==> src/hw/exec_unit_pkg.sv <==
package exec_unit_pkg;

  // bus map
  localparam logic [7:0] ADDR_CTRL = 8'h00;
  localparam logic [7:0] ADDR_OPERAND = 8'h04;
  localparam logic [7:0] ADDR_ACCUM = 8'h08;
  localparam logic [7:0] ADDR_FLAGS = 8'h0C;
  localparam logic [7:0] ADDR_RESULT = 8'h10;
  localparam logic [7:0] ADDR_STATUS = 8'h14;
  localparam logic [7:0] ADDR_PC = 8'h18;
  localparam logic [7:0] ADDR_STACK_TOP = 8'h1C;

  // ctrl word: opcode [4:0], bit select [10:8], go [16]
  localparam int CTRL_OP_LSB = 0;
  localparam int CTRL_BIT_LSB = 8;
  localparam int CTRL_GO_BIT = 16;

  // flag bit positions
  localparam int FLAG_C = 0;
  localparam int FLAG_AC = 1;
  localparam int FLAG_Z = 2;
  localparam int FLAG_OV = 3;
  localparam int FLAG_GIE = 4;

  localparam logic [7:0] BYTE_ONES = 8'hFF;
  localparam logic [7:0] BYTE_ONE = 8'h01;
  localparam logic [7:0] BYTE_ZERO = 8'h00;
  localparam logic [10:0] PC_RESET = 11'h000;
  localparam logic [1:0] HTRANS_NONSEQ = 2'b10;

  typedef enum logic [4:0] {
    OP_NONE,
    OP_INTERRUPT_RETURN,
    OP_ROTATE_LEFT_MEM,
    OP_ROTATE_LEFT_TO_ACCUM,
    OP_ROTATE_LEFT_THROUGH_CARRY,
    OP_ROTATE_LEFT_CARRY_TO_ACCUM,
    OP_ROTATE_RIGHT_MEM,
    OP_ROTATE_RIGHT_TO_ACCUM,
    OP_ROTATE_RIGHT_VIA_CARRY,
    OP_ROTATE_RIGHT_CARRY_TO_ACCUM,
    OP_SUBTRACT_BORROW_TO_ACCUM,
    OP_SUBTRACT_BORROW_TO_MEM,
    OP_DEC_SKIP_ZERO,
    OP_DEC_TO_ACCUM_SKIP_ZERO,
    OP_INC_SKIP_ZERO,
    OP_INC_TO_ACCUM_SKIP_ZERO,
    OP_SET_BYTE,
    OP_SET_BIT,
    OP_BIT_TEST_SKIP_NONZERO
  } op_t;

  typedef struct packed {
    logic c;
    logic ac;
    logic z;
    logic ov;
  } flags_t;

endpackage

==> src/hw/rotate_skip_execution_unit.sv <==
// Operation
// [RULE_01] interrupt return reloads pc, sets irq enable
// [RULE_02] rotate left memory, bit7 to bit0
// [RULE_03] rotate left into accumulator, no flags
// [RULE_04] rotate left through carry, memory write
// [RULE_05] rotate left through carry into accumulator
// [RULE_06] rotate right memory, bit0 to bit7
// [RULE_07] rotate right into accumulator, no flags
// [RULE_08] rotate right through carry, memory write
// [RULE_09] rotate right through carry into accumulator
// [RULE_10] acc plus inverted mem plus carry, to acc
// [RULE_11] same subtract, result written to memory
// [RULE_12] decrement memory, skip if zero
// [RULE_13] decrement into accumulator, skip if zero
// [RULE_14] increment memory, skip if zero
// [RULE_15] increment into accumulator, skip if zero
// [RULE_16] skip discards prefetch, adds dummy cycle
// [RULE_17] whole byte set writes all ones
// [RULE_18] bit set forces one selected bit
// [RULE_19] bit test skips when bit nonzero
// [RULE_20] increment and decrement wrap modulo 256
`timescale 1ns/10ps
`default_nettype none

module rotate_skip_execution_unit #(
  parameter int DATA_W = 8,
  parameter int PC_W = 11
) (
  input wire logic mclk,
  input wire logic rst_n,
  input wire logic hsel,
  input wire logic [7:0] haddr,
  input wire logic [1:0] htrans,
  input wire logic hwrite,
  input wire logic [2:0] hsize,
  input wire logic [31:0] hwdata,
  input wire logic hready,
  output logic [31:0] hrdata,
  output logic hreadyout,
  output logic hresp,
  output logic global_irq_enable,
  output logic skip_pulse
);

  // =========================================================
  // bus address phase capture
  logic wr_pend;
  logic rd_pend;
  logic [7:0] addr_q;
  wire take = hsel & hready & (htrans == exec_unit_pkg::HTRANS_NONSEQ);

  always_ff @(posedge mclk or negedge rst_n) begin
    if (!rst_n) begin
      wr_pend <= 1'b0;
      rd_pend <= 1'b0;
      addr_q <= 8'h00;
    end else begin
      wr_pend <= take & hwrite;
      rd_pend <= take & ~hwrite;
      if (take) begin
        addr_q <= haddr;
      end
    end
  end

  // =========================================================
  // architectural state
  exec_unit_pkg::op_t op;
  logic [2:0] bit_sel;
  logic [DATA_W-1:0] operand;
  logic [DATA_W-1:0] accum;
  logic [DATA_W-1:0] result;
  logic [PC_W-1:0] pc;
  logic [PC_W-1:0] stack_top;
  exec_unit_pkg::flags_t flags;
  logic busy;
  logic dummy;
  logic mem_written;
  logic skipped;
  logic done;

  wire wr_ctrl = wr_pend & (addr_q == exec_unit_pkg::ADDR_CTRL);
  wire wr_operand = wr_pend & (addr_q == exec_unit_pkg::ADDR_OPERAND);
  wire wr_accum = wr_pend & (addr_q == exec_unit_pkg::ADDR_ACCUM);
  wire wr_flags = wr_pend & (addr_q == exec_unit_pkg::ADDR_FLAGS);
  wire wr_stack = wr_pend & (addr_q == exec_unit_pkg::ADDR_STACK_TOP);
  wire go = wr_ctrl & hwdata[exec_unit_pkg::CTRL_GO_BIT] & ~busy;

  // =========================================================
  // datapath
  logic [DATA_W-1:0] m;
  assign m = operand;
  wire cin = flags.c;

  // [RULE_02] [RULE_03] plain left rotate
  wire [DATA_W-1:0] rot_l = {m[DATA_W-2:0], m[DATA_W-1]};
  // [RULE_06] [RULE_07] plain right rotate
  wire [DATA_W-1:0] rot_r = {m[0], m[DATA_W-1:1]};
  // [RULE_04] [RULE_05] nine-bit left rotate through carry
  wire [DATA_W-1:0] rot_lc = {m[DATA_W-2:0], cin};
  // [RULE_08] [RULE_09] nine-bit right rotate through carry
  wire [DATA_W-1:0] rot_rc = {cin, m[DATA_W-1:1]};

  // [RULE_10] [RULE_11] acc + ~m + c with flag taps
  wire [DATA_W:0] sbc_sum = {1'b0, accum} + {1'b0, ~m} + {{DATA_W{1'b0}}, cin};
  wire [4:0] sbc_low = {1'b0, accum[3:0]} + {1'b0, ~m[3:0]} + {4'h0, cin};
  wire [DATA_W-1:0] sbc_res = sbc_sum[DATA_W-1:0];
  wire sbc_c = sbc_sum[DATA_W];
  wire sbc_ac = sbc_low[4];
  wire sbc_z = (sbc_res == {DATA_W{1'b0}});
  wire sbc_ov = (accum[DATA_W-1] == ~m[DATA_W-1]) & (sbc_res[DATA_W-1] != accum[DATA_W-1]);

  // [RULE_20] truncated sums wrap modulo 256
  wire [DATA_W-1:0] dec_res = m - exec_unit_pkg::BYTE_ONE;
  wire [DATA_W-1:0] inc_res = m + exec_unit_pkg::BYTE_ONE;
  wire dec_zero = (dec_res == exec_unit_pkg::BYTE_ZERO);
  wire inc_zero = (inc_res == exec_unit_pkg::BYTE_ZERO);

  wire [2:0] bsel_new = hwdata[exec_unit_pkg::CTRL_BIT_LSB +: 3];
  // [RULE_18] one-hot mask of the selected bit
  wire [DATA_W-1:0] bit_mask = exec_unit_pkg::BYTE_ONE << bit_sel;
  wire bit_nz = |(m & bit_mask);

  // =========================================================
  // per-opcode outcome
  logic [DATA_W-1:0] next_result;
  logic next_mem_wr;
  logic next_acc_wr;
  logic next_skip;
  exec_unit_pkg::flags_t next_flags;
  logic next_interrupt_return_op;

  always_comb begin
    next_result = m;
    next_mem_wr = 1'b0;
    next_acc_wr = 1'b0;
    next_skip = 1'b0;
    next_flags = flags;
    next_interrupt_return_op = 1'b0;
    case (op)
      // [RULE_01] return, no flag change
      exec_unit_pkg::OP_INTERRUPT_RETURN: begin
        next_interrupt_return_op = 1'b1;
      end
      // [RULE_02] rotate left in memory
      exec_unit_pkg::OP_ROTATE_LEFT_MEM: begin
        next_result = rot_l;
        next_mem_wr = 1'b1;
      end
      // [RULE_03] rotate left to accumulator
      exec_unit_pkg::OP_ROTATE_LEFT_TO_ACCUM: begin
        next_result = rot_l;
        next_acc_wr = 1'b1;
      end
      // [RULE_04] carry takes old bit 7
      exec_unit_pkg::OP_ROTATE_LEFT_THROUGH_CARRY: begin
        next_result = rot_lc;
        next_mem_wr = 1'b1;
        next_flags.c = m[DATA_W-1];
      end
      // [RULE_05] carry takes old bit 7
      exec_unit_pkg::OP_ROTATE_LEFT_CARRY_TO_ACCUM: begin
        next_result = rot_lc;
        next_acc_wr = 1'b1;
        next_flags.c = m[DATA_W-1];
      end
      // [RULE_06] rotate right in memory
      exec_unit_pkg::OP_ROTATE_RIGHT_MEM: begin
        next_result = rot_r;
        next_mem_wr = 1'b1;
      end
      // [RULE_07] rotate right to accumulator
      exec_unit_pkg::OP_ROTATE_RIGHT_TO_ACCUM: begin
        next_result = rot_r;
        next_acc_wr = 1'b1;
      end
      // [RULE_08] carry takes old bit 0
      exec_unit_pkg::OP_ROTATE_RIGHT_VIA_CARRY: begin
        next_result = rot_rc;
        next_mem_wr = 1'b1;
        next_flags.c = m[0];
      end
      // [RULE_09] carry takes old bit 0
      exec_unit_pkg::OP_ROTATE_RIGHT_CARRY_TO_ACCUM: begin
        next_result = rot_rc;
        next_acc_wr = 1'b1;
        next_flags.c = m[0];
      end
      // [RULE_10] subtract with borrow to accumulator
      exec_unit_pkg::OP_SUBTRACT_BORROW_TO_ACCUM: begin
        next_result = sbc_res;
        next_acc_wr = 1'b1;
        next_flags = '{c: sbc_c, ac: sbc_ac, z: sbc_z, ov: sbc_ov};
      end
      // [RULE_11] subtract with borrow to memory
      exec_unit_pkg::OP_SUBTRACT_BORROW_TO_MEM: begin
        next_result = sbc_res;
        next_mem_wr = 1'b1;
        next_flags = '{c: sbc_c, ac: sbc_ac, z: sbc_z, ov: sbc_ov};
      end
      // [RULE_12] decrement memory, skip on zero
      exec_unit_pkg::OP_DEC_SKIP_ZERO: begin
        next_result = dec_res;
        next_mem_wr = 1'b1;
        next_skip = dec_zero;
      end
      // [RULE_13] decrement to accumulator, skip on zero
      exec_unit_pkg::OP_DEC_TO_ACCUM_SKIP_ZERO: begin
        next_result = dec_res;
        next_acc_wr = 1'b1;
        next_skip = dec_zero;
      end
      // [RULE_14] increment memory, skip on zero
      exec_unit_pkg::OP_INC_SKIP_ZERO: begin
        next_result = inc_res;
        next_mem_wr = 1'b1;
        next_skip = inc_zero;
      end
      // [RULE_15] increment to accumulator, skip on zero
      exec_unit_pkg::OP_INC_TO_ACCUM_SKIP_ZERO: begin
        next_result = inc_res;
        next_acc_wr = 1'b1;
        next_skip = inc_zero;
      end
      // [RULE_17] all ones to memory
      exec_unit_pkg::OP_SET_BYTE: begin
        next_result = exec_unit_pkg::BYTE_ONES;
        next_mem_wr = 1'b1;
      end
      // [RULE_18] or in the selected bit
      exec_unit_pkg::OP_SET_BIT: begin
        next_result = m | bit_mask;
        next_mem_wr = 1'b1;
      end
      // [RULE_19] skip on selected bit set
      exec_unit_pkg::OP_BIT_TEST_SKIP_NONZERO: begin
        next_skip = bit_nz;
      end
      default: begin
        next_result = m;
      end
    endcase
  end

  // =========================================================
  // execute sequencing: one cycle, or two when skipping
  always_ff @(posedge mclk or negedge rst_n) begin
    if (!rst_n) begin
      op <= exec_unit_pkg::OP_NONE;
      bit_sel <= 3'h0;
      busy <= 1'b0;
      dummy <= 1'b0;
      done <= 1'b0;
    end else begin
      if (go) begin
        op <= exec_unit_pkg::op_t'(hwdata[exec_unit_pkg::CTRL_OP_LSB +: 5]);
        bit_sel <= bsel_new;
        busy <= 1'b1;
        done <= 1'b0;
      end else if (busy && !dummy) begin
        // [RULE_16] skip adds one dummy cycle
        dummy <= next_skip;
        busy <= next_skip;
        done <= ~next_skip;
      end else if (dummy) begin
        dummy <= 1'b0;
        busy <= 1'b0;
        done <= 1'b1;
      end
    end
  end

  wire exec = busy & ~dummy;

  always_ff @(posedge mclk or negedge rst_n) begin
    if (!rst_n) begin
      operand <= exec_unit_pkg::BYTE_ZERO;
      result <= exec_unit_pkg::BYTE_ZERO;
      mem_written <= 1'b0;
      skipped <= 1'b0;
      skip_pulse <= 1'b0;
    end else begin
      skip_pulse <= exec & next_skip;
      if (exec) begin
        result <= next_result;
        mem_written <= next_mem_wr;
        // [RULE_16] prefetched instruction discarded
        skipped <= next_skip;
      end
      if (exec && next_mem_wr) begin
        operand <= next_result;
      end else if (wr_operand && !busy) begin
        operand <= hwdata[DATA_W-1:0];
      end
    end
  end

  always_ff @(posedge mclk or negedge rst_n) begin
    if (!rst_n) begin
      accum <= exec_unit_pkg::BYTE_ZERO;
      flags <= '0;
    end else begin
      if (exec && next_acc_wr) begin
        accum <= next_result;
      end else if (wr_accum && !busy) begin
        accum <= hwdata[DATA_W-1:0];
      end
      if (exec) begin
        flags <= next_flags;
      end else if (wr_flags && !busy) begin
        flags.c <= hwdata[exec_unit_pkg::FLAG_C];
        flags.ac <= hwdata[exec_unit_pkg::FLAG_AC];
        flags.z <= hwdata[exec_unit_pkg::FLAG_Z];
        flags.ov <= hwdata[exec_unit_pkg::FLAG_OV];
      end
    end
  end

  // =========================================================
  // program counter and interrupt enable
  always_ff @(posedge mclk or negedge rst_n) begin
    if (!rst_n) begin
      pc <= exec_unit_pkg::PC_RESET;
      stack_top <= exec_unit_pkg::PC_RESET;
      global_irq_enable <= 1'b0;
    end else begin
      if (wr_stack && !busy) begin
        stack_top <= hwdata[PC_W-1:0];
      end
      if (exec && next_interrupt_return_op) begin
        // [RULE_01] pc from stack, enable set
        pc <= stack_top;
        global_irq_enable <= 1'b1;
      end else if (wr_flags && !busy) begin
        global_irq_enable <= hwdata[exec_unit_pkg::FLAG_GIE];
      end
    end
  end

  // =========================================================
  // read mux
  logic [31:0] rd_mux;
  always_comb begin
    rd_mux = 32'h0000_0000;
    case (addr_q)
      exec_unit_pkg::ADDR_CTRL: rd_mux = {27'h000_0000, op};
      exec_unit_pkg::ADDR_OPERAND: rd_mux = {24'h00_0000, operand};
      exec_unit_pkg::ADDR_ACCUM: rd_mux = {24'h00_0000, accum};
      exec_unit_pkg::ADDR_FLAGS:
        rd_mux = {27'h000_0000, global_irq_enable, flags.ov, flags.z, flags.ac, flags.c};
      exec_unit_pkg::ADDR_RESULT: rd_mux = {24'h00_0000, result};
      exec_unit_pkg::ADDR_STATUS:
        rd_mux = {28'h000_0000, mem_written, skipped, done, busy};
      exec_unit_pkg::ADDR_PC: rd_mux = {21'h00_0000, pc};
      exec_unit_pkg::ADDR_STACK_TOP: rd_mux = {21'h00_0000, stack_top};
      default: rd_mux = 32'h0000_0000;
    endcase
  end

  always_ff @(posedge mclk or negedge rst_n) begin
    if (!rst_n) begin
      hrdata <= 32'h0000_0000;
    end else if (take && !hwrite) begin
      hrdata <= 32'h0000_0000;
    end else if (rd_pend) begin
      hrdata <= rd_mux;
    end
  end

  // read answers one cycle late: insert one wait state per read
  always_ff @(posedge mclk or negedge rst_n) begin
    if (!rst_n) begin
      hreadyout <= 1'b1;
      hresp <= 1'b0;
    end else begin
      hreadyout <= ~(take & ~hwrite);
      hresp <= 1'b0;
    end
  end

endmodule

`default_nettype wire

==> config.mk <==
export PLATFORM = sky130hd
export DESIGN_NAME = rotate_skip_execution_unit
export DESIGN_NICKNAME = d
export VERILOG_FILES = /design/src/hw/exec_unit_pkg.sv /design/src/hw/rotate_skip_execution_unit.sv
export SDC_FILE = /design/constraint.sdc
export NUM_CORES = 1
export LEC_CHECK = 0
export BUFFER_PORTS_ARGS = -buffer_cell sky130_fd_sc_hd__buf_2
export CORE_MARGIN = 5
export CORE_UTILIZATION = 30
export DETAILED_ROUTE_END_ITERATION = 12
export PLACE_DENSITY = 0.55
export SLEW_MARGIN = 20
export SYNTH_ARGS = -nofsm -noshare
export SYNTH_HDL_FRONTEND = slang
export SYNTH_SLANG_ARGS = --single-unit
==> constraint.sdc <==
create_clock -name mclk -period 3.39 [get_ports mclk]
set_clock_uncertainty 0.15 [all_clocks]
set_input_delay 0.339 -clock mclk [delete_from_list [all_inputs] [get_ports mclk]]
set_output_delay 0.339 -clock mclk [all_outputs]
set_load 0.03 [all_outputs]
==> metrics.md, run 1 <==
| Metric | Value |
|---|---|
| Status | completed |
| Fin. Hold Viols | 0 |
| Top cell type's share of synthesized area | 0.3777 |
| Max-Cap Viols | 0 |
| Die Footprint | 0.02185 sq mm |
| Number of synthesized register bits | 87 |
| Placed Instances | 851 |
| Hold bufs inserted after CTS | 0 |
| Number of cell rows | 50 |
| Crit-path max FO | 24 |
| Total Power | 2896 uW |
| Yosys warns | 0 |
| Routed wire per std cell | 19.81 um |
| Skew-Pair Late Insertion Delay | 350 ps |
| Vias per cell | 5.677 |
| FF-to-FF Start | op[3] |
| Postcts setup bufs | 0 |
| Total DRC errors in the routed layout | 0 |
| Peak supply drop | 288.2 uV |
| Avg Synthesized Cell Area | 9.609 sq um |
| CTS Sinks | 87 |
| Sequential fraction of the synthesis area | 0.3823 |
| Core area | approximately 0.019 sq mm |
| Reg2Reg Capture Point | busy |
| Distinct cell type count after synthesis | 81 |
| Gate Count Post-Synth | 593 |
| # diodes | 0 |
| R2R depth | 6 |
| Setup repair after global routing missed its margin | false |
| Clk slew on worst S/H paths | 70 ps |
| FF-to-FF setup slack | 490 ps |
| Nets | 692 |
| Total GRT Usage | 0.1557 |
| Initial Utilization | 0.3046 |
| Final slew viol count | 0 |
| Vias in the first global route | between 5,000 and 6,000 |
| Largest net degree at the start of global routing | 88 |
| Clock tree buffer depth | 2 |
| Setup_tns | 0 ps |
| Initial antenna violation count | 0 |
| Hold path startpoint | hwdata[9] |
| GP Congestion | 0.9625 |
| Post-Layout Cell Count | 868 |
| Port bufs | 40 |
| DRT antenna net count | 0 |
| Layout cells sized above 1 | 0.2145 |
| Final period utilization | 0.8568 |
| Die width | roughly 150 um |
| Detailed-router iteration count before antenna repair | 5 |
| Crit path launch type | flop |
| Hold Path Depth | 3 |
| # H-tree levels | 3 |
| Setup-failing EPs final | 0 |
| Vias | 4,928 |
| Design area | 0.006444 sq mm |
| Crit path time final | 2904 ps |
| Hold EP | bit_sel[1] |
| Synth Cell Area | around 0.0057 sq mm |
| Top_reg_cell synth | dfrtp_1 |
| Synth-to-layout area growth | 13.09% |
| Root buf cell | clkbuf_16 |
| Async SR Flop Fraction | 1.000 |
| Initial DRC Count | 483 |
| Slew HR | 0.3634 |
| Top post-synthesis cells by area | dfrtp_1 (38%), mux2_2 (6.9%), nand2_1 (3.4%) |
| Global route total overflow | 0 |
| Die height | between 100 and 150 um |
| FILL cells | 1,907 |
| Top-level I/O count | 86 |
| Num CTS Buffers | 9 |
| # resized after CTS | 0 |
| FMAX | about 340 MHz |
| Worst EP arrival | between 3000 and 4000 ps |
| Crit. End Element | flop |
| Power Dens Cells | 449.4 mW/mm^2 |
| First-pass GRT wire length | between 20 and 30 mm |
| CP Class | flop to flop |
| Worst hold path type | input port to flop |
| Req. time, crit path | 3530 ps |
| LEAKAGE | approximately 0.0030 uW |
| Post-Route WL | ~17 mm |
| Yosys top cell by area | dfrtp_1 |
| Slew @ Worst Pin | 930.9 ps |
| CTS tree | yes |
| Post-synth EDFFs | 0 |
| Placed cell area | 0.006106 sq mm |
| DP Wirelength | 12.75 mm |
[cells in the final DEF, fill, tap and decap left out, types with 5 or more instances in the layout]
| cell type | count |
|---|---|
| nand2_1 | 52 |
| buf_4 | 26 |
| and3_1 | 9 |
| clkbuf_16 | 9 |
| a211oi_1 | 8 |
| nand3_1 | 5 |
| xnor2_1 | 14 |
| conb_1 | 22 |
| nor2b_1 | 5 |
| o31ai_1 | 6 |
| dfrtp_1 | 86 |
| mux2_2 | 35 |
| ha_1 | 11 |
| a22oi_1 | 23 |
| nor3b_1 | 7 |
| nand4_1 | 6 |
| nor3_1 | 9 |
| nor2_1 | 26 |
| buf_2 | 39 |
| a22o_1 | 5 |
| a31oi_1 | 9 |
| o21ai_0 | 32 |
| a21oi_1 | 30 |
| inv_1 | 16 |
| mux2i_1 | 18 |
| o22ai_1 | 5 |
| a21o_1 | 14 |
[synth_stat cells (4+ instances only)]
library cell,instances
a21o_1,14
ha_1,11
or2_2,4
o21ai_0,32
buf_4,25
o22ai_1,5
a22oi_1,23
xnor2_1,14
nor2_1,26
a22o_1,5
a21oi_1,30
dfrtp_1,86
inv_1,16
clkbuf_1,19
nand2_1,52
nand4_1,6
a221oi_1,4
o31ai_1,6
nor3b_1,7
o31a_1,4
a31oi_1,9
mux2_2,35
mux2i_1,18
and3_1,9
nor2b_1,5
nand3_1,5
nor3_1,9
buf_2,15
nand2b_1,4
and2_1,4
and3b_1,4
a211oi_1,8
[registers in the layout, summed over array words and instances (netlist names), 3 cells and up]
register	cells
accum	8
addr_q	8
bit_sel	3
flags	3
hrdata	11
m	8
op	5
pc	11
result	8
stack_top	11
[worst max-delay path by stage]
stage,cells after the start,start,endpoint
detailed placement,6,op[3],busy
finish,6,op[3],busy
CTS,6,op[3],busy
global route,6,op[3],busy
global placement,9,m[0],result[4]
floorplan,9,m[1],result[4]
[cells by family after synthesis]
kind of cell,count (synthesis),share of synthesized area
AOI/OAI and AO/OA,177,0.2143
and+or+nand+nor,158,0.1535
DFF,87,0.3823
buffers and inverters,81,0.07532
muxes,56,0.1113
xor gates and xnor gates,17,0.02613
adders and majority gates,16,0.03645
other,1,0.0006581
[routing by layer]
metal,vias to the layer above,track usage,part of all wire
met5,-,0,0
met4,0,0.05635,0.020
met3,31,0.01533,0.052
met2,186,0.2615,0.48
met1,2490,0.2093,0.45
li1,2221,-,-
[through the flow]
step | util | hold slack (ps) | worst slack [ps]
after floorplan | - | -106.6 | 861.4
after global placement | 0.3264 | 310.0 | 562.8
after detailed placement | 0.3264 | 312.5 | 509.2
after CTS | 0.3437 | 69.79 | 485.3
after global routing | 0.3445 | 86.17 | 250.1
final | 0.3445 | 76.23 | 485.6
[cell type report]
class | count | area, sq um | share of cell area
clock inverters | 5 | 81.33 | 0.01262
inverters | 18 | 67.56 | 0.01049
well taps | 234 | 292.8 | 0.04544
multi-input cells | 446 | 3169 | 0.4918
clock buffers | 11 | 242.7 | 0.03767
flip-flops and latches | 87 | 2178 | 0.3381
repair buffers | 67 | 411.6 | 0.06388
[critical path, stage by stage, from the launching register on]
cell and delay (ps):
dfrtp_1 880, nand2_1 140, nor2_1 290, nand3_1 120, a2111oi_0 810, o31a_1 310, or2_2 140
[power breakdown]
group | internal [uW] | total, uW | switching, uW
Combinational | 252 | 636 | 384
Clock | 666 | 1080 | 415
Sequential | 1100 | 1180 | 81.4
Total | 2020 | 2900 | 880
Note: power is estimated with default switching activity, not from simulation.
==> inputs of run 2 (changes only) <==
--- a/config.mk
+++ b/config.mk
@@ -9,7 +9,7 @@
 export CORE_MARGIN = 5
 export CORE_UTILIZATION = 30
 export DETAILED_ROUTE_END_ITERATION = 12
-export PLACE_DENSITY = 0.55
+export PLACE_DENSITY = 0.52
 export SLEW_MARGIN = 20
 export SYNTH_ARGS = -nofsm -noshare
 export SYNTH_HDL_FRONTEND = slang
==> metrics.md, run 2 (synthesis results as in run 1) <==
| Metric | Value |
|---|---|
| CP Cell Sequence | ha_1 -> nand2_1 -> or4_1 -> a2111oi_0 -> buf_4 -> o31a_1 -> or2_2 (was nand2_1 -> nor2_1 -> nand3_1 -> a2111oi_0 -> o31a_1 -> or2_2) |
| Initial DRC Count | 409 (was 483) |
| # resized after CTS | 0 (unchanged) |
| Crit path launch type | flop (unchanged) |
| Clk slew on worst S/H paths | 60 ps (was 70 ps) |
| Routed wire per std cell | 20.97 um (was 19.81 um) |
| Switching Share | 0.3215 (was 0.3040) |
| Layout cells sized above 1 | 0.2224 (was 0.2145) |
| Final period utilization | 0.9025 (was 0.8568) |
| Flop pwr share | 0.433 (was 0.407) |
| LEAKAGE | 0.002990 uW (was 0.002976 uW) |
| Slew HR | 0.4010 (was 0.3634) |
| Setup_tns | 0 ps (unchanged) |
| Status | completed (unchanged) |
| Total GRT Usage | 0.1704 (was 0.1557) |
| Initial Utilization | 0.3046 (unchanged) |
| DRT antenna net count | 0 (unchanged) |
| Die width | 147.8 um (unchanged) |
| Core area | 0.01871 sq mm (unchanged) |
| Root buf cell | clkbuf_16 (unchanged) |
| Fin. Hold Viols | 0 (unchanged) |
| Crit path time final | 3060 ps (was 2904 ps) |
| GP Congestion | 0.9037 (was 0.9625) |
| Vias | 4,911 (was 4,928) |
| Worst path max stage delay | 820 ps (was 880 ps) |
| Req. time, crit path | 3520 ps (was 3530 ps) |
| Power Dens Cells | 423.7 mW/mm^2 (was 449.4 mW/mm^2) |
| Crit-path max FO | 8 (was 24) |
| Most frequent cells in the layout | dfrtp_1 (86), nand2_1 (52), buf_2 (39), buf_4 (36), mux2_2 (35) (was dfrtp_1 (86), nand2_1 (52), buf_2 (39), mux2_2 (35), o21ai_0 (32)) |
| Synth-to-layout area growth | 13.13% (was 13.09%) |
| Vias in the first global route | 5,048 (was 5,015) |
| Total DRC errors in the routed layout | 0 (unchanged) |
| Die height | 147.8 um (unchanged) |
| NetSw | 878.2 uW (was 880.3 uW) |
| Top-level I/O count | 86 (unchanged) |
| CP Class | flop to flop (unchanged) |
| Worst-path cell with the longest stage delay | a2111oi_0 (was dfrtp_1) |
| CTS Sinks | 87 (unchanged) |
| Vias per cell | 5.600 (was 5.677) |
| Die Footprint | 0.02185 sq mm (unchanged) |
| Num CTS Buffers | 9 (unchanged) |
| Worst hold path type | input port to flop (unchanged) |
| FMAX | 326.8 MHz (was 344.3 MHz) |
| Global route total overflow | 0 (unchanged) |
| Slew @ Worst Pin | 875.8 ps (was 930.9 ps) |
| Setup repair after global routing missed its margin | false (unchanged) |
| Crit. End Element | flop (unchanged) |
| First-pass GRT wire length | 29.35 mm (was 27.54 mm) |
| Crit path max-delay family | compound AO/OA/AOI/OAI gates (unchanged) |
| # H-tree levels | 3 (unchanged) |
| CTS tree | yes (unchanged) |
| Setup ws final | 330.4 ps (was 485.6 ps) |
| Setup-failing EPs final | 0 (unchanged) |
| Max-Cap Viols | 0 (unchanged) |
| Most common cell after layout, fill and taps aside | dfrtp_1 (unchanged) |
| Post-Route WL | 18.39 mm (was 17.19 mm) |
| Worst EP arrival | 3190 ps (was 3040 ps) |
| Final slew viol count | 0 (unchanged) |
| Port bufs | 40 (unchanged) |
| Postcts setup bufs | 0 (unchanged) |
| Comb power frac | 0.237 (was 0.220) |
| Crit path buf inv count | 1 (was 0) |
| Nets | 701 (was 692) |
| Number of cell rows | 50 (unchanged) |
| Total Power | 2731 uW (was 2896 uW) |
| Cell-internal power | 1853 uW (was 2015 uW) |
| Clock share of power | 0.330 (was 0.373) |
| Top Registers | hrdata x11, pc x11, stack_top x11 (unchanged) |
| Clock tree buffer depth | 2 (unchanged) |
| Largest net degree at the start of global routing | 58 (was 88) |
| Initial antenna violation count | 0 (unchanged) |
| Detailed-router iteration count before antenna repair | 5 (unchanged) |
| DP Worst Slack | 313.4 ps (was 509.2 ps) |
| Peak supply drop | 223.5 uV (was 288.2 uV) |
| # diodes | 0 (unchanged) |
| Skew-Pair Late Insertion Delay | 340 ps (was 350 ps) |
| DP Wirelength | 13.72 mm (was 12.75 mm) |
run 2: metal layers:
metal | vias up | track usage | wire length (um)
li1 | 2243 | - | -
met1 | 2449 | 0.2322 | 8209
met2 | 194 | 0.2748 | 8631
met3 | 25 | 0.02728 | 1065
met4 | 0 | 0.06143 | 483
met5 | - | 0 | 0
run 2: path summary, 6_finish.rpt:
path                            from   endpoint  slack [ps]  cells after the start
max                             m[0]       busy         330                      7
min                         haddr[1]  addr_q[1]          80                      2
max reg2reg                     m[0]       busy         330                      7
min reg2reg                hrdata[6]  hrdata[6]         330                      1
max in group asynchronous      rst_n       m[5]        1930                      3
min in group asynchronous      rst_n  hrdata[6]         440                      2
run 2: power groups by stage:
stage | clock (uW) | combinational [uW] | sequential (uW)
finish | 901 | 648 | 1180
global route | 964 | 711 | 1190
CTS | 924 | 644 | 1180
detailed placement | 0 | 640 | 1200
global placement | 0 | 629 | 1200
floorplan | 0 | 492 | 1150
run 2: timing repair:
action / 4_1_cts / 5_1_grt
endpoints found under the hold margin: 54 / 0
setup endpoints to repair: 0 / 0
hold buffers: 1 / 0
run 2: final cells by class:
cell class | instances | area [sq um]
fillers | 1920 | 12260
multi-input cells | 446 | 3169
flip-flops and latches | 87 | 2178
repair buffers | 76 | 475.5
well taps | 234 | 292.8
clock buffers | 12 | 236.5
inverters | 18 | 67.56
clock inverters | 4 | 26.28
run 2: worst register-to-register path, stage by stage, from the launching register on:
cell and delay, ps:
dfrtp_1 540, ha_1 340, nand2_1 110, or4_1 410
a2111oi_0 820, buf_4 240, o31a_1 250, or2_2 150
run 2: per-stage QoR:
stage	std cells	util	hold WS, ps	instance area, sq um
2_1_floorplan	614	-	-106.6	5777
3_3_place_gp	860	0.3300	283.4	6173
3_5_place_dp	860	0.3300	300.1	6173
4_1_cts	877	0.3446	66.39	6446
5_1_grt	877	0.3446	73.00	6446
6_report	877	0.3446	77.67	6446
==> inputs of run 3 (changes only) <==
--- a/config.mk
+++ b/config.mk
@@ -10,6 +10,7 @@
 export CORE_UTILIZATION = 30
 export DETAILED_ROUTE_END_ITERATION = 12
 export PLACE_DENSITY = 0.52
+export RECOVER_POWER = 100
 export SLEW_MARGIN = 20
 export SYNTH_ARGS = -nofsm -noshare
 export SYNTH_HDL_FRONTEND = slang
==> metrics.md, run 3 (synthesis results as in run 1) <==
| Metric | Value |
|---|---|
| Status | completed (unchanged) |
| Detailed-router iteration count before antenna repair | 5 (unchanged) |
| Req. time, crit path | 3520 ps (about the same) |
| Clock tree buffer depth | 2 (unchanged) |
| Setup repair after global routing missed its margin | false (unchanged) |
| Initial DRC Count | 396 (was 409) |
| Total GRT Usage | 0.1704 (unchanged) |
| Number of cell rows | 50 (unchanged) |
| Final slew viol count | 0 (unchanged) |
| Nets | 701 (unchanged) |
| Clk slew on worst S/H paths | 60 ps (about the same) |
| # resized after CTS | 0 (unchanged) |
| # diodes | 0 (unchanged) |
| Hold bufs inserted after CTS | 1 (unchanged) |
| Setup_tns | 0 ps (unchanged) |
| Largest net degree at the start of global routing | 58 (unchanged) |
| Vias in the first global route | 5,048 (unchanged) |
| Core area | 0.01871 sq mm (unchanged) |
| Die Footprint | 0.02185 sq mm (unchanged) |
| Post-Route WL | 18.38 mm (was 18.39 mm) |
| Final period utilization | 0.8997 (was 0.9025) |
| Power Dens Cells | 426.7 mW/mm^2 (was 423.7 mW/mm^2) |
| Max-Cap Viols | 0 (unchanged) |
| Critical Path Start | m[0] (unchanged) |
| Hold path startpoint | haddr[3] (was haddr[1]) |
| Num CTS Buffers | 9 (unchanged) |
| Top Registers | hrdata x11, pc x11, stack_top x11 (unchanged) |
| Most frequent cells in the layout | dfrtp_1 (86), nand2_1 (52), mux2_2 (35), o21ai_0 (32), a21oi_1 (30) (was dfrtp_1 (86), nand2_1 (52), buf_2 (39), buf_4 (36), mux2_2 (35)) |
| Worst hold path type | input port to flop (unchanged) |
| # H-tree levels | 3 (unchanged) |
| Crit path time final | 3050 ps (was 3060 ps) |
| Most common cell after layout, fill and taps aside | dfrtp_1 (unchanged) |
| GP Congestion | 0.9037 (unchanged) |
| Top-level I/O count | 86 (unchanged) |
| Post-layout util | 0.3402 (was 0.3446) |
| FF-to-FF Start | m[0] (unchanged) |
| Design area | 0.006364 sq mm (was 0.006446 sq mm) |
| Routed wire per std cell | 20.96 um (was 20.97 um) |
| Vias | 4,924 (was 4,911) |
| Peak supply drop | 224.0 uV (was 223.5 uV) |
| Synth-to-layout area growth | 11.68% (was 13.13%) |
| DP Wirelength | 13.72 mm (unchanged) |
| Worst EP arrival | 3180 ps (was 3190 ps) |
| Initial antenna violation count | 0 (unchanged) |
| Crit path launch type | flop (unchanged) |
| Setup-failing EPs final | 0 (unchanged) |
| Initial Utilization | 0.3046 (unchanged) |
| Layout cells sized above 1 | 0.1820 (was 0.2224) |
| CTS Sinks | 87 (unchanged) |
| Port bufs | 40 (unchanged) |
| CP Class | flop to flop (unchanged) |
| Total DRC errors in the routed layout | 0 (unchanged) |
| Die width | 147.8 um (unchanged) |
| Vias per cell | 5.615 (was 5.600) |
| LEAKAGE | 0.002885 uW (was 0.002990 uW) |
| Global route total overflow | 0 (unchanged) |
| FMAX | 327.9 MHz (was 326.8 MHz) |
| Postcts setup bufs | 0 (unchanged) |
| Slew HR | 0.04618 (was 0.4010) |
| Crit. End Element | flop (unchanged) |
| Fin. Hold Viols | 0 (unchanged) |
| First-pass GRT wire length | 29.35 mm (unchanged) |
| Die height | 147.8 um (unchanged) |
| CTS tree | yes (unchanged) |
| Slew @ Worst Pin | 1431 ps (was 875.8 ps) |
| Skew-Pair Late Insertion Delay | 340 ps (about the same) |
| Crit-path max FO | 8 (unchanged) |
| Placed cell area | 0.006173 sq mm (unchanged) |
| Root buf cell | clkbuf_16 (unchanged) |
| DRT antenna net count | 0 (unchanged) |
| FILL cells | 1,935 (was 1,920) |
run 3: path summary, 6_finish.rpt:
kind | to | slack, ps | cells past startpoint
worst min register to register | hrdata[6] | 330 | 1
max in group asynchronous | m[5] | 900 | 3
worst max register to register | busy | 340 | 7
min in group asynchronous | hrdata[6] | 720 | 2
worst max-delay path | busy | 340 | 7
worst min-delay path | addr_q[3] | 80 | 2
run 3: final cells by class:
| cell class | instances | area [sq um] | area share |
|---|---|---|---|
| Multi-Input combinational cell | 446 | 3144 | 0.4941 |
| Inverter | 18 | 67.56 | 0.01062 |
| Clock inverter | 4 | 26.28 | 0.004129 |
| Tap cell | 234 | 292.8 | 0.04601 |
| Sequential cell | 87 | 2178 | 0.3423 |
| Clock buffer | 12 | 236.5 | 0.03716 |
| Timing Repair Buffer | 76 | 417.9 | 0.06567 |
run 3: report_power, final:
group          internal [uW]  switching [uW]  total, uW
clock network            496             404        900
registers               1100            80.7       1180
logic                    253             384        637
run 3: worst max-delay path, cell delays in order (launching register included):
cell	delay [ps]
dfrtp_1	550
ha_1	340
nand2_1	110
or4_1	410
a2111oi_0	810
buf_4	230
o31a_1	240
or2_2	150
run 3: per-layer routing:
layer	up-vias	wire [um]	track usage
met5	-	0	0
met3	19	1150	0.02728
li1	2239	-	-
met4	0	402	0.06143
met2	196	8678	0.2748
met1	2470	8147	0.2322
run 3: stage by stage:
step	total power [uW]	cells	hold slack (ps)	worst slack (ps)
floorplan	1647	614	-106.6	861.4
global placement	1826	860	283.4	370.2
detailed placement	1841	860	300.1	313.4
CTS	2751	877	66.39	283.8
global route	2854	877	73.05	101.4
finish	2715	877	76.41	340.2
